### src/status_divider_defs.svh
// Function
// - Input divider, bits 15:12, divides sensor frequency
// - Reference divider bits 9:0 divides device clock
// - Bits 15:14 name latest error source channel
// - Errors latched until status or source read
// - Bit 13 under-range error flag
// - Bit 12 over-range error flag
// - Bit 11 watchdog timeout error flag
// - Bit 10 amplitude-high error flag
// - Bit 9 amplitude-low error flag
// - Bit 8 zero-count error flag
// - Error flags restart after each status read
// - Bits 3..0 show unread results channels 0..3
// - Error and ready flags and interruptOut_n only when routing enabled
`ifndef STATUS_DIVIDER_DEFS_SVH
`define STATUS_DIVIDER_DEFS_SVH
`define OFS_CH3_DIVIDERS 8'h17
`define OFS_STATUS 8'h18
`define OFS_IRQ_STATUS 8'h40
`define OFS_IRQ_ENABLE 8'h41
`define OFS_IRQ_CLEAR 8'h42
`define DIV_RESET 16'h0000
`define DIV_WRITE_MASK 16'hF3FF
`define DIV_FIN_MSB 15
`define DIV_FIN_LSB 12
`define DIV_FREF_MSB 9
`define DIV_FREF_LSB 0
`define ST_CHAN_MSB 15
`define ST_CHAN_LSB 14
`define ST_ERR_MSB 13
`define ST_ERR_LSB 8
`define ST_READY_BIT 6
`define ROUTE_ERR_MSB 7
`define ROUTE_ERR_LSB 2
`define ROUTE_READY_BIT 0
`endif

### src/status_divider_pkg.sv
package status_divider_pkg;
    // Error kinds in status-bit order: ur, or, wd, ahe, ale, zc
    typedef struct packed {
        logic [5:0] kind;
        logic [1:0] chan;
    } err_event_t;
    typedef struct packed {
        logic [3:0] valid;
        logic seqMode;
        logic [3:0] activeMask;
    } result_event_t;
    typedef enum logic [1:0] {
        BUS_IDLE = 2'b00,
        BUS_ACK = 2'b01
    } bus_state_t;
endpackage : status_divider_pkg

### src/sensor_status_divider_regs.sv
// The Wishbone interface to the registers was chosen for this implementation.
`timescale 1ns/1ps
`default_nettype none
`include "status_divider_defs.svh"
module sensor_status_divider_regs
    import status_divider_pkg::*;
(
    // System
    input wire logic clk,
    input wire logic rst,
    // Wishbone slave
    input wire logic wbCyc,
    input wire logic wbStb,
    input wire logic wbWe,
    input wire logic [7:0] wbAdr,
    input wire logic [3:0] wbSel,
    input wire logic [31:0] wbDatW,
    output logic [31:0] wbDatR,
    output logic wbAck,
    // Conversion core
    input wire err_event_t errEvent,
    input wire result_event_t resultEvent,
    input wire logic [7:0] errorRouting,
    input wire logic [3:0] resultRead,
    // Divider settings
    output logic [3:0] sensorInputDivider,
    output logic [9:0] referenceClockDivider,
    // Interrupts
    output logic irq,
    output logic interruptOut_n
);
    // Bus and divider state
    bus_state_t busState_q;
    bus_state_t busState_d;
    logic [15:0] div_q;
    logic [15:0] div_d;
    logic [1:0] errChan_q;
    logic [1:0] errChan_d;
    logic [31:0] rdData_q;

    // Sticky flags, held in the flag cells further down
    logic [5:0] errFlags_q;
    logic ready_q;
    logic [3:0] unread_q;
    logic [2:0] irqStatus_q;

    // Sequence progress and interrupt enables
    logic [3:0] fresh_q;
    logic [3:0] fresh_d;
    logic [2:0] irqEnable_q;
    logic [2:0] irqEnable_d;

    // Bus decode: a request is taken only while no ack is pending
    wire logic access = wbCyc && wbStb && (busState_q == BUS_IDLE);
    wire logic wrLow = access && wbWe && wbSel[0];
    wire logic wrHigh = access && wbWe && wbSel[1];
    wire logic hitDiv = (wbAdr == `OFS_CH3_DIVIDERS);
    wire logic hitStatus = (wbAdr == `OFS_STATUS);
    wire logic hitIrqStatus = (wbAdr == `OFS_IRQ_STATUS);
    wire logic hitIrqEnable = (wbAdr == `OFS_IRQ_ENABLE);
    wire logic hitIrqClear = (wbAdr == `OFS_IRQ_CLEAR);
    // Status is read-only: a write there is acked and dropped
    wire logic rdStatus = access && !wbWe && hitStatus;
    wire logic wrDiv = access && wbWe && hitDiv;
    wire logic wrEnable = wrLow && hitIrqEnable;
    wire logic wrClear = wrLow && hitIrqClear;

    // Divider write, byte lane by byte lane
    wire logic [7:0] divHighByte = wrHigh ? wbDatW[15:8] : div_q[15:8];
    wire logic [7:0] divLowByte = wrLow ? wbDatW[7:0] : div_q[7:0];
    wire logic [15:0] divWrite = {divHighByte, divLowByte};

    // Error routing, one enable per error kind
    wire logic [5:0] errEnable = errorRouting[`ROUTE_ERR_MSB:`ROUTE_ERR_LSB];
    wire logic underRangeRouted = errEvent.kind[5] && errEnable[5];
    wire logic overRangeRouted = errEvent.kind[4] && errEnable[4];
    wire logic watchdogRouted = errEvent.kind[3] && errEnable[3];
    wire logic amplitudeHighRouted = errEvent.kind[2] && errEnable[2];
    wire logic amplitudeLowRouted = errEvent.kind[1] && errEnable[1];
    wire logic zeroCountRouted = errEvent.kind[0] && errEnable[0];
    wire logic [5:0] errRouted = {underRangeRouted, overRangeRouted, watchdogRouted, amplitudeHighRouted,
        amplitudeLowRouted, zeroCountRouted};
    wire logic errAny = |errRouted;
    wire logic readyEnable = errorRouting[`ROUTE_READY_BIT];

    // A result read of the channel named as error source also releases the errors
    wire logic srcRead = resultRead[errChan_q];
    wire logic errRelease = rdStatus || srcRead;
    wire logic [5:0] errClear = errRelease ? 6'h3F : 6'h00;

    // Sequential mode waits until every active channel has a fresh result
    wire logic newResult = |resultEvent.valid;
    wire logic [3:0] freshNext = fresh_q | resultEvent.valid;
    wire logic seqDone = ((freshNext & resultEvent.activeMask) == resultEvent.activeMask) && newResult;
    wire logic singleDone = !resultEvent.seqMode && newResult;
    wire logic readyEvent = readyEnable && (singleDone || (resultEvent.seqMode && seqDone));

    // Status fields, one named wire each
    wire logic [1:0] errorSourceChannel = errChan_q;
    wire logic underRangeFlag = errFlags_q[5];
    wire logic overRangeFlag = errFlags_q[4];
    wire logic watchdogTimeoutFlag = errFlags_q[3];
    wire logic amplitudeHighFlag = errFlags_q[2];
    wire logic amplitudeLowFlag = errFlags_q[1];
    wire logic zeroCountFlag = errFlags_q[0];
    wire logic resultReadyFlag = ready_q;
    wire logic unreadResultFlagCh0 = unread_q[0];
    wire logic unreadResultFlagCh1 = unread_q[1];
    wire logic unreadResultFlagCh2 = unread_q[2];
    wire logic unreadResultFlagCh3 = unread_q[3];
    wire logic [5:0] errorFlags = {underRangeFlag, overRangeFlag, watchdogTimeoutFlag, amplitudeHighFlag,
        amplitudeLowFlag, zeroCountFlag};
    // Channel 0 sits in the highest unread bit
    wire logic [3:0] unreadFlags = {unreadResultFlagCh0, unreadResultFlagCh1, unreadResultFlagCh2,
        unreadResultFlagCh3};
    // Unused status bits read zero
    wire logic [15:0] statusWord = {errorSourceChannel, errorFlags, 1'b0, resultReadyFlag, 2'b00, unreadFlags};

    // Read selection: unmapped words read zero
    wire logic [31:0] rdDiv = hitDiv ? {16'h0000, div_q} : 32'h00000000;
    wire logic [31:0] rdStatusWord = hitStatus ? {16'h0000, statusWord} : 32'h00000000;
    wire logic [31:0] rdIrqStatus = hitIrqStatus ? {29'h0000000, irqStatus_q} : 32'h00000000;
    wire logic [31:0] rdIrqEnable = hitIrqEnable ? {29'h0000000, irqEnable_q} : 32'h00000000;
    wire logic [31:0] rdMux = rdDiv | rdStatusWord | rdIrqStatus | rdIrqEnable;

    // Interrupt events: bit 0 error, bit 1 ready, bit 2 new result
    wire logic irqErrorEvent = errAny;
    wire logic irqReadyEvent = readyEvent;
    wire logic irqResultEvent = newResult;
    wire logic [2:0] irqEvents = {irqResultEvent, irqReadyEvent, irqErrorEvent};
    wire logic [2:0] irqClear = wrClear ? wbDatW[2:0] : 3'h0;

    // Divider fields as the core sees them
    wire logic [3:0] inputDividerField = div_q[`DIV_FIN_MSB:`DIV_FIN_LSB];
    wire logic [9:0] referenceDividerField = div_q[`DIV_FREF_MSB:`DIV_FREF_LSB];

    // Ack lasts one cycle even when the master keeps its strobe up
    always_comb
    begin
        busState_d = BUS_IDLE;
        case (busState_q)
            BUS_IDLE:
            begin
                if (wbCyc && wbStb)
                    busState_d = BUS_ACK;
            end
            BUS_ACK:
                busState_d = BUS_IDLE;
            default:
                busState_d = BUS_IDLE;
        endcase
    end

    assign div_d = wrDiv ? divWrite : div_q;
    assign errChan_d = errAny ? errEvent.chan : errChan_q;
    assign irqEnable_d = wrEnable ? wbDatW[2:0] : irqEnable_q;
    // Fresh set only builds up inside an unfinished sequence
    assign fresh_d = (resultEvent.seqMode && !seqDone) ? freshNext : 4'h0;

    // Bus state
    always_ff @(posedge clk)
    begin
        if (rst)
            busState_q <= BUS_IDLE;
        else
            busState_q <= busState_d;
    end

    // Read data is captured every cycle and used only while ack stands
    always_ff @(posedge clk)
    begin
        if (rst)
            rdData_q <= 32'h00000000;
        else
            rdData_q <= rdMux;
    end

    // Reserved bits 11:10 are stored as written; host keeps them zero
    always_ff @(posedge clk)
    begin
        if (rst)
            div_q <= `DIV_RESET;
        else
            div_q <= div_d;
    end

    // Error source channel follows the latest routed error
    always_ff @(posedge clk)
    begin
        if (rst)
            errChan_q <= 2'h0;
        else
            errChan_q <= errChan_d;
    end

    // Sequence progress
    always_ff @(posedge clk)
    begin
        if (rst)
            fresh_q <= 4'h0;
        else
            fresh_q <= fresh_d;
    end

    // Interrupt enables
    always_ff @(posedge clk)
    begin
        if (rst)
            irqEnable_q <= 3'h0;
        else
            irqEnable_q <= irqEnable_d;
    end

    // Set wins over the release so a same-cycle error is never lost
    sticky_bits #(
        .WIDTH(6)
    ) errorFlagBits (
        .clk(clk),
        .rst(rst),
        .set(errRouted),
        .clear(errClear),
        .flags(errFlags_q)
    );

    // Status read drops the ready flag unless a new one arrives with it
    sticky_bits #(
        .WIDTH(1)
    ) readyFlagBit (
        .clk(clk),
        .rst(rst),
        .set(readyEvent),
        .clear(rdStatus),
        .flags(ready_q)
    );

    // Unread flags: a new result in the cycle of its read keeps the flag up
    sticky_bits #(
        .WIDTH(4)
    ) unreadFlagBits (
        .clk(clk),
        .rst(rst),
        .set(resultEvent.valid),
        .clear(resultRead),
        .flags(unread_q)
    );

    // Interrupt status: a clear write loses to an event in the same cycle
    sticky_bits #(
        .WIDTH(3)
    ) irqStatusBits (
        .clk(clk),
        .rst(rst),
        .set(irqEvents),
        .clear(irqClear),
        .flags(irqStatus_q)
    );

    // Outputs
    assign wbAck = (busState_q == BUS_ACK);
    assign wbDatR = rdData_q;
    assign sensorInputDivider = inputDividerField;
    assign referenceClockDivider = referenceDividerField;
    assign irq = |(irqStatus_q & irqEnable_q);
    // Pin follows the routed status flags, active low
    assign interruptOut_n = !((|errFlags_q) || ready_q);
endmodule : sensor_status_divider_regs

// Sticky flag cells: set wins over clear, so no event is lost
module sticky_bits #(
    parameter int WIDTH = 1
)
(
    // System
    input wire logic clk,
    input wire logic rst,
    // Events and clears
    input wire logic [WIDTH-1:0] set,
    input wire logic [WIDTH-1:0] clear,
    // Flags
    output logic [WIDTH-1:0] flags
);
    logic [WIDTH-1:0] flags_q;
    wire logic [WIDTH-1:0] flags_d = (flags_q & ~clear) | set;

    always_ff @(posedge clk)
    begin
        if (rst)
            flags_q <= '0;
        else
            flags_q <= flags_d;
    end

    assign flags = flags_q;
endmodule : sticky_bits
`default_nettype wire

### config.mk
export PLATFORM = sky130hd
export DESIGN_NAME = sensor_status_divider_regs
export DESIGN_NICKNAME = d
export VERILOG_FILES = /design/src/status_divider_pkg.sv /design/src/sensor_status_divider_regs.sv
export VERILOG_INCLUDE_DIRS = /design/src /design/src/src
export SDC_FILE = /design/constraint.sdc
export NUM_CORES = 1
export LEC_CHECK = 0
export ABC_CLOCK_PERIOD_IN_PS = 1490
export BUFFER_PORTS_ARGS = -buffer_cell sky130_fd_sc_hd__buf_2
export CAP_MARGIN = 0
export CORE_ASPECT_RATIO = 0.6
export CORE_MARGIN = 2
export CORE_UTILIZATION = 35
export DETAILED_ROUTE_END_ITERATION = 10
export HOLD_SLACK_MARGIN = 0.15
export PLACE_DENSITY = 0.66
export SLEW_MARGIN = 20
export SYNTH_ARGS = -nofsm -noshare
export SYNTH_HDL_FRONTEND = slang
export SYNTH_HIERARCHICAL = 1
export SYNTH_SLANG_ARGS = --single-unit
### constraint.sdc
create_clock -name clk -period 1.49 [get_ports clk]
set_input_delay 0.298 -clock clk [delete_from_list [all_inputs] [get_ports clk]]
set_output_delay 0.298 -clock clk [all_outputs]
set_load 0.05 [all_outputs]
# After elaboration in Yosys (flattened, before gate mapping)
# Cells that the tools add are included.
totals:
  out_inout_bits: 49
  elab_cells: 85
  ff_bits: 73
op_classes:
  n_reduce_logical: 37
  order_cmp: 1
  muxes: 9
  eq_ne: 7
  bitwise: 20
op_table:
  columns: ["cell", "count"]
  rows:
  - ["two-way mux 16 bit", 2]
  - ["bitwise OR 16 x 3 -> 16 bit", 2]
  - ["equality test 8 x 7 -> 1 bit (second input constant)", 3]
  - ["logical AND 1 bit", 21]
  - ["equality test 8 x 5 -> 1 bit (second input constant)", 2]
  - ["bitwise OR 16 bit", 1]
  - ["OR reduction 6 bit", 2]
  - ["two-way mux 3 bit", 3]
  - ["AND 4 bit", 2]
  - ["bitwise OR 4 bit", 2]
  - ["AND 3 bit", 2]
  - ["AND 6 bit", 1]
  - ["two-way mux 6 bit", 1]
  - ["NOT 6 bit", 1]
  - ["bitwise OR 6 bit", 1]
  - ["equality test 4 bit", 1]
  - ["zero test 1 bit", 4]
  - ["NOT 4 bit", 1]
  - ["AND reduction 2 bit", 2]
  - ["OR reduction 2 bit", 2]
  - ["OR reduction 4 bit", 1]
  - ["logical OR 1 bit", 3]
  - ["less-than comparator 2 x 3 -> 1 bit (second input constant)", 1]
  - ["NOT 1 bit", 3]
  - ["9 further kinds", 10]

# Depth between registers and ports, before layout
logic_depth:
  ltp_word: 9
  ltp_mapped: 6
  ltp_nobuf: 6

# Modules after synthesis
# The synthesis kept the hierarchy.
modules_own_cells:
  columns: ["mod", "area_per_inst_um2", "seq_area_each_um2", "cells_each", "instances"]
  rows:
  - ["sensor_status_divider_regs", 2009.4, 840.8, 216, 1]
  - ["sticky_bits at errorFlagBits", 255.2, 120.1, 24, 1]
  - ["sticky_bits at unreadFlagBits", 140.1, 80.1, 16, 1]
  - ["sticky_bits at irqStatusBits", 105.1, 60.1, 12, 1]
  - ["sticky_bits at readyFlagBit", 38.8, 20.0, 4, 1]

# Worst setup path before layout
# No wires, ideal clock.
synth_path:
  path_kind: "flip-flop to output port"
  start: "reg errorFlagBits.flags_q[2], in the netlist errorFlagBits/flags[2]"
  end: "out interruptOut_n"
  stages_incl_launch_ff: 3
  setup_slack_ns: -1.099
  arrival_ns: 2.291
  n_path_buf: 0
  cell_sequence: "dfxtp_1 or4_1 nor4_1"
synth_between:
  elab_chain_len: 3
synth_lines:
  columns: ["element", "line", "rtl"]
  rows:
  - ["start, declared", "sensor_status_divider_regs.sv:282", "logic [WIDTH-1:0] flags_q;"]
  - ["start signal, assigned", "sensor_status_divider_regs.sv:290", "flags_q <= flags_d;"]
  - ["OR reduction 6 bit", "sensor_status_divider_regs.sv:265", "assign interruptOut_n = !((|errFlags_q) || ready_q);"]
  - ["logical OR 1 bit", "sensor_status_divider_regs.sv:265", null]
  - ["zero test 1 bit", "sensor_status_divider_regs.sv:265", null]
  - ["end, declared", "sensor_status_divider_regs.sv:30", "output logic interruptOut_n"]
# Every way passes these cells.

# Worst setup path in the final report
# Same ends and word-level chain as after synthesis.

==> impl_metrics.csv <==
group,metric,value,unit
run_status,status,"finished, violations left",
run_status,violations,"negative setup slack",
floorplan,rows,24,
min_path,min_path_type,"in2reg",
sta,whs,239,ps
finish,fin_cells,469,
critical_path,crit_type,"reg2out",
drt,drt-total-wl,6680,µm
sta,finClkSkew,4.80,ps
placement,dp_cells,458,
critical_path,crit_fanout,2,
placement,portBuffers,91,
global_route,grt_use_total,0.170,
finish,fin_area,3420,µm²
sta,hold_viol,0,
finish,insertedDiodeCount,0,
global_route,overflow,0,
placement,dpl.hpwl,5410,µm
finish,layout-drive-gt1-share,0.429,
logic_synthesis,synth.distinct_cells,40,
sta,period_share,1.21,
sta,worst_slew_pin_slew,517,ps
finish,nets,455,
clock_tree,cts_buffer_depth,2,
sta,fin_crit,1800,ps
drt,vias_per_cell,4.74,
critical_path,cp-end-kind,"output port",
sta,finalSetupViolations,3,
floorplan,start_util,0.357,
sta,fmax,556,MHz
power,power.total,3300,µW
critical_path,worstPathArrival,1500,ps
global_route,grt_pass1_vias,2011,
logic_synthesis,syn_avg_cell_area,9.37,µm²
drt,dr.first_iter.drc_count,147,
drt,drt-pass1-iter-count,5,
sta,setup_slack,-308,ps
sta,relSlewSlack,0.652,
sta,rsz0062_at_grt,"yes",
sta,drv_slew,0,
finish,area_delta_synth_final,34.4,%
clock_tree,clkSinkCount,56,
global_route,grt_pass1_wl,10500,µm
logic_synthesis,ys_seq_area_frac,0.440,
logic_synthesis,synth-edff-count,0,
clock_tree,tritoncts,"done",
logic_synthesis,syn_inst,272,
clock_tree,h-tree-depth,2,
clock_tree,clk_pin_slew,70,ps
global_route,antenna_found_initial,0,
sta,finalSetupTns,-344,ps
job,maxCapViolations,0,
drt,via_count,2224,
clock_tree,cts_root_buffer,"clkbuf_16",
critical_path,cp_slowest_cell,"or4_4",
critical_path,cp.buffers_inverters,1,
clock_tree,cts_hold_buffers,0,
floorplan,die_area,8000,µm²
floorplan,ioPinCount,127,
critical_path,path_cells,"or4_4, nor4_4, buf_6",
critical_path,critPathMaxStageDelay,540,ps
logic_synthesis,ys.flop_type,"dfxtp_1",
floorplan,fp.dieH,70.1,µm
drt,route.detailed.drc,0,
critical_path,path_delay_family,"simple AND/OR/NAND/NOR gates",
logic_synthesis,syn-cell-area,2550,µm²
logic_synthesis,synth-async-reset-ratio,0,
clock_tree,clock_latency,290,ps
drt,ant_nets,0,
power,power.density,964,nW/µm²
critical_path,worstPathRequired,1190,ps
power,irDropWorstVdd,0.595,mV
finish,fillCellCount,727,
clock_tree,cts_buffers,5,
floorplan,die_w,114,µm
global_route,grt_max_degree,19,
logic_synthesis,ys_ff_latch,56,
placement,placed_area,3170,µm²
power,p_leak,0.00165,µW
critical_path,start_kind,"register",
logic_synthesis,ys_warn_count,6,
finish,seq_area,1130,µm²
floorplan,core_area,7150,µm²
finish,multi_input_area,1260,µm²
drt,routedWlPerCell,14.2,µm
placement,gp_congestion,0.817,
[sequential cells by signal, indices dropped and copies added (netlist names)]
signal	flops
busState_q	1
errChan_q	2
div_q	16
wbDatR	16
errorFlagBits/flags	6
readyFlagBit/flags	1
fresh_q	4
irqEnable_q	3
irqStatusBits/flags	3
unreadFlagBits/flags	4
[logic make-up (layout without fill, tap and decap cells)]
kind of cell / after synthesis / after routing / share of synthesized area
AO/OA/AOI/OAI: 49 / 49 / 0.123
buffers and inverters: 53 / 144 / 0.127
flip-flops: 56 / 56 / 0.440
multiplexers: 12 / 12 / 0.0525
other: 1 / 16 / 0.00147
AND/OR/NAND/NOR: 101 / 101 / 0.256
[tightest hold or removal path, delay by kind of cell]
| kind | cells | cell delay [ps] |
|---|---|---|
| buffers and inverters | 1 | 80 |
| multiplexers | 1 | 50 |
| AND/OR/NAND/NOR | 1 | 70 |
[cell usage after synthesis (2+ instances only)]
library cell	instances	area share
a21oi_1	25	0.049
a22o_1	12	0.041
a22oi_1	2	0.0059
a31oi_1	3	0.0074
and2_1	14	0.034
and4b_1	2	0.0079
buf_4	31	0.091
clkbuf_1	5	0.0074
dfxtp_1	56	0.44
inv_1	16	0.024
mux2i_1	10	0.039
nand2_1	11	0.016
nand2b_1	8	0.020
nand2b_4	6	0.032
nand3_1	11	0.022
nand4_1	9	0.022
nor2_1	20	0.029
nor3_1	2	0.0039
nor3b_1	3	0.0088
nor4_1	2	0.0049
o21ai_0	4	0.0079
or4_1	2	0.0059
[layout by cell type (no fill, tap or decap), types with 8 or more instances in the layout]
cell type / synthesis / final
and2_1: 14 / 14
conb_1: 1 / 16
a21oi_2: 1 / 10
nor2_1: 20 / 20
mux2i_1: 10 / 10
buf_4: 31 / 28
nand3_1: 11 / 11
inv_1: 16 / 16
a22o_1: 12 / 12
dfxtp_1: 56 / 52
a21oi_1: 25 / 16
nand2_1: 11 / 11
nand4_1: 9 / 9
nand2b_4: 6 / 8
buf_2: 0 / 89
[metal layers]
metal | vias up | GRT usage | part of all wire
li1 | 1113 | - | -
met1 | 996 | 0.262 | 0.50
met3 | 6 | 0.0608 | 0.11
met5 | - | 0 | 0
met2 | 109 | 0.228 | 0.39
met4 | 0 | 0.0285 | 0.0055
[report_power, final]
group          internal (µW)  leakage [µW]  switching [µW]
logic                    198       0.00111             270
registers               1530      0.000457            33.7
clock network            733     0.0000797             536
total                   2460       0.00165             839
[stage by stage]
stage	worst slack, ps	utilization
after global placement	-165	0.444
after floorplan	-246	-
after detailed placement	-193	0.444
after global routing	-354	0.479
after CTS	-310	0.474
final	-308	0.479
[cell type report]
class / count / share of cell area
clock buffer: 7 / 0.0449
multi-input combinational: 178 / 0.368
sequential: 56 / 0.330
clock inverter: 1 / 0.00256
inverter: 16 / 0.0175
timing repair buffer: 120 / 0.204
tap: 91 / 0.0332
[path summary, 6_finish.rpt]
check	from	to	slack [ps]	cells after the start
worst max-delay path	errorFlagBits/flags[2]	interruptOut_n	-310	3
worst min-delay path	wbDatW[11]	div_q[11]	240	3
worst max register to register	busState_q[0]	irqStatusBits/flags[0]	0	6
worst min register to register	div_q[4]	div_q[4]	470	2
[repair_timing]
item | CTS | global route
gates resized for setup | 9 | 8
setup buffers | 3 | 1
pin swaps | 5 | 6
endpoints found under the setup margin | 5 | 22
hold endpoints to repair | 0 | 0
No activity file was read; power rests on OpenSTA's default activity.
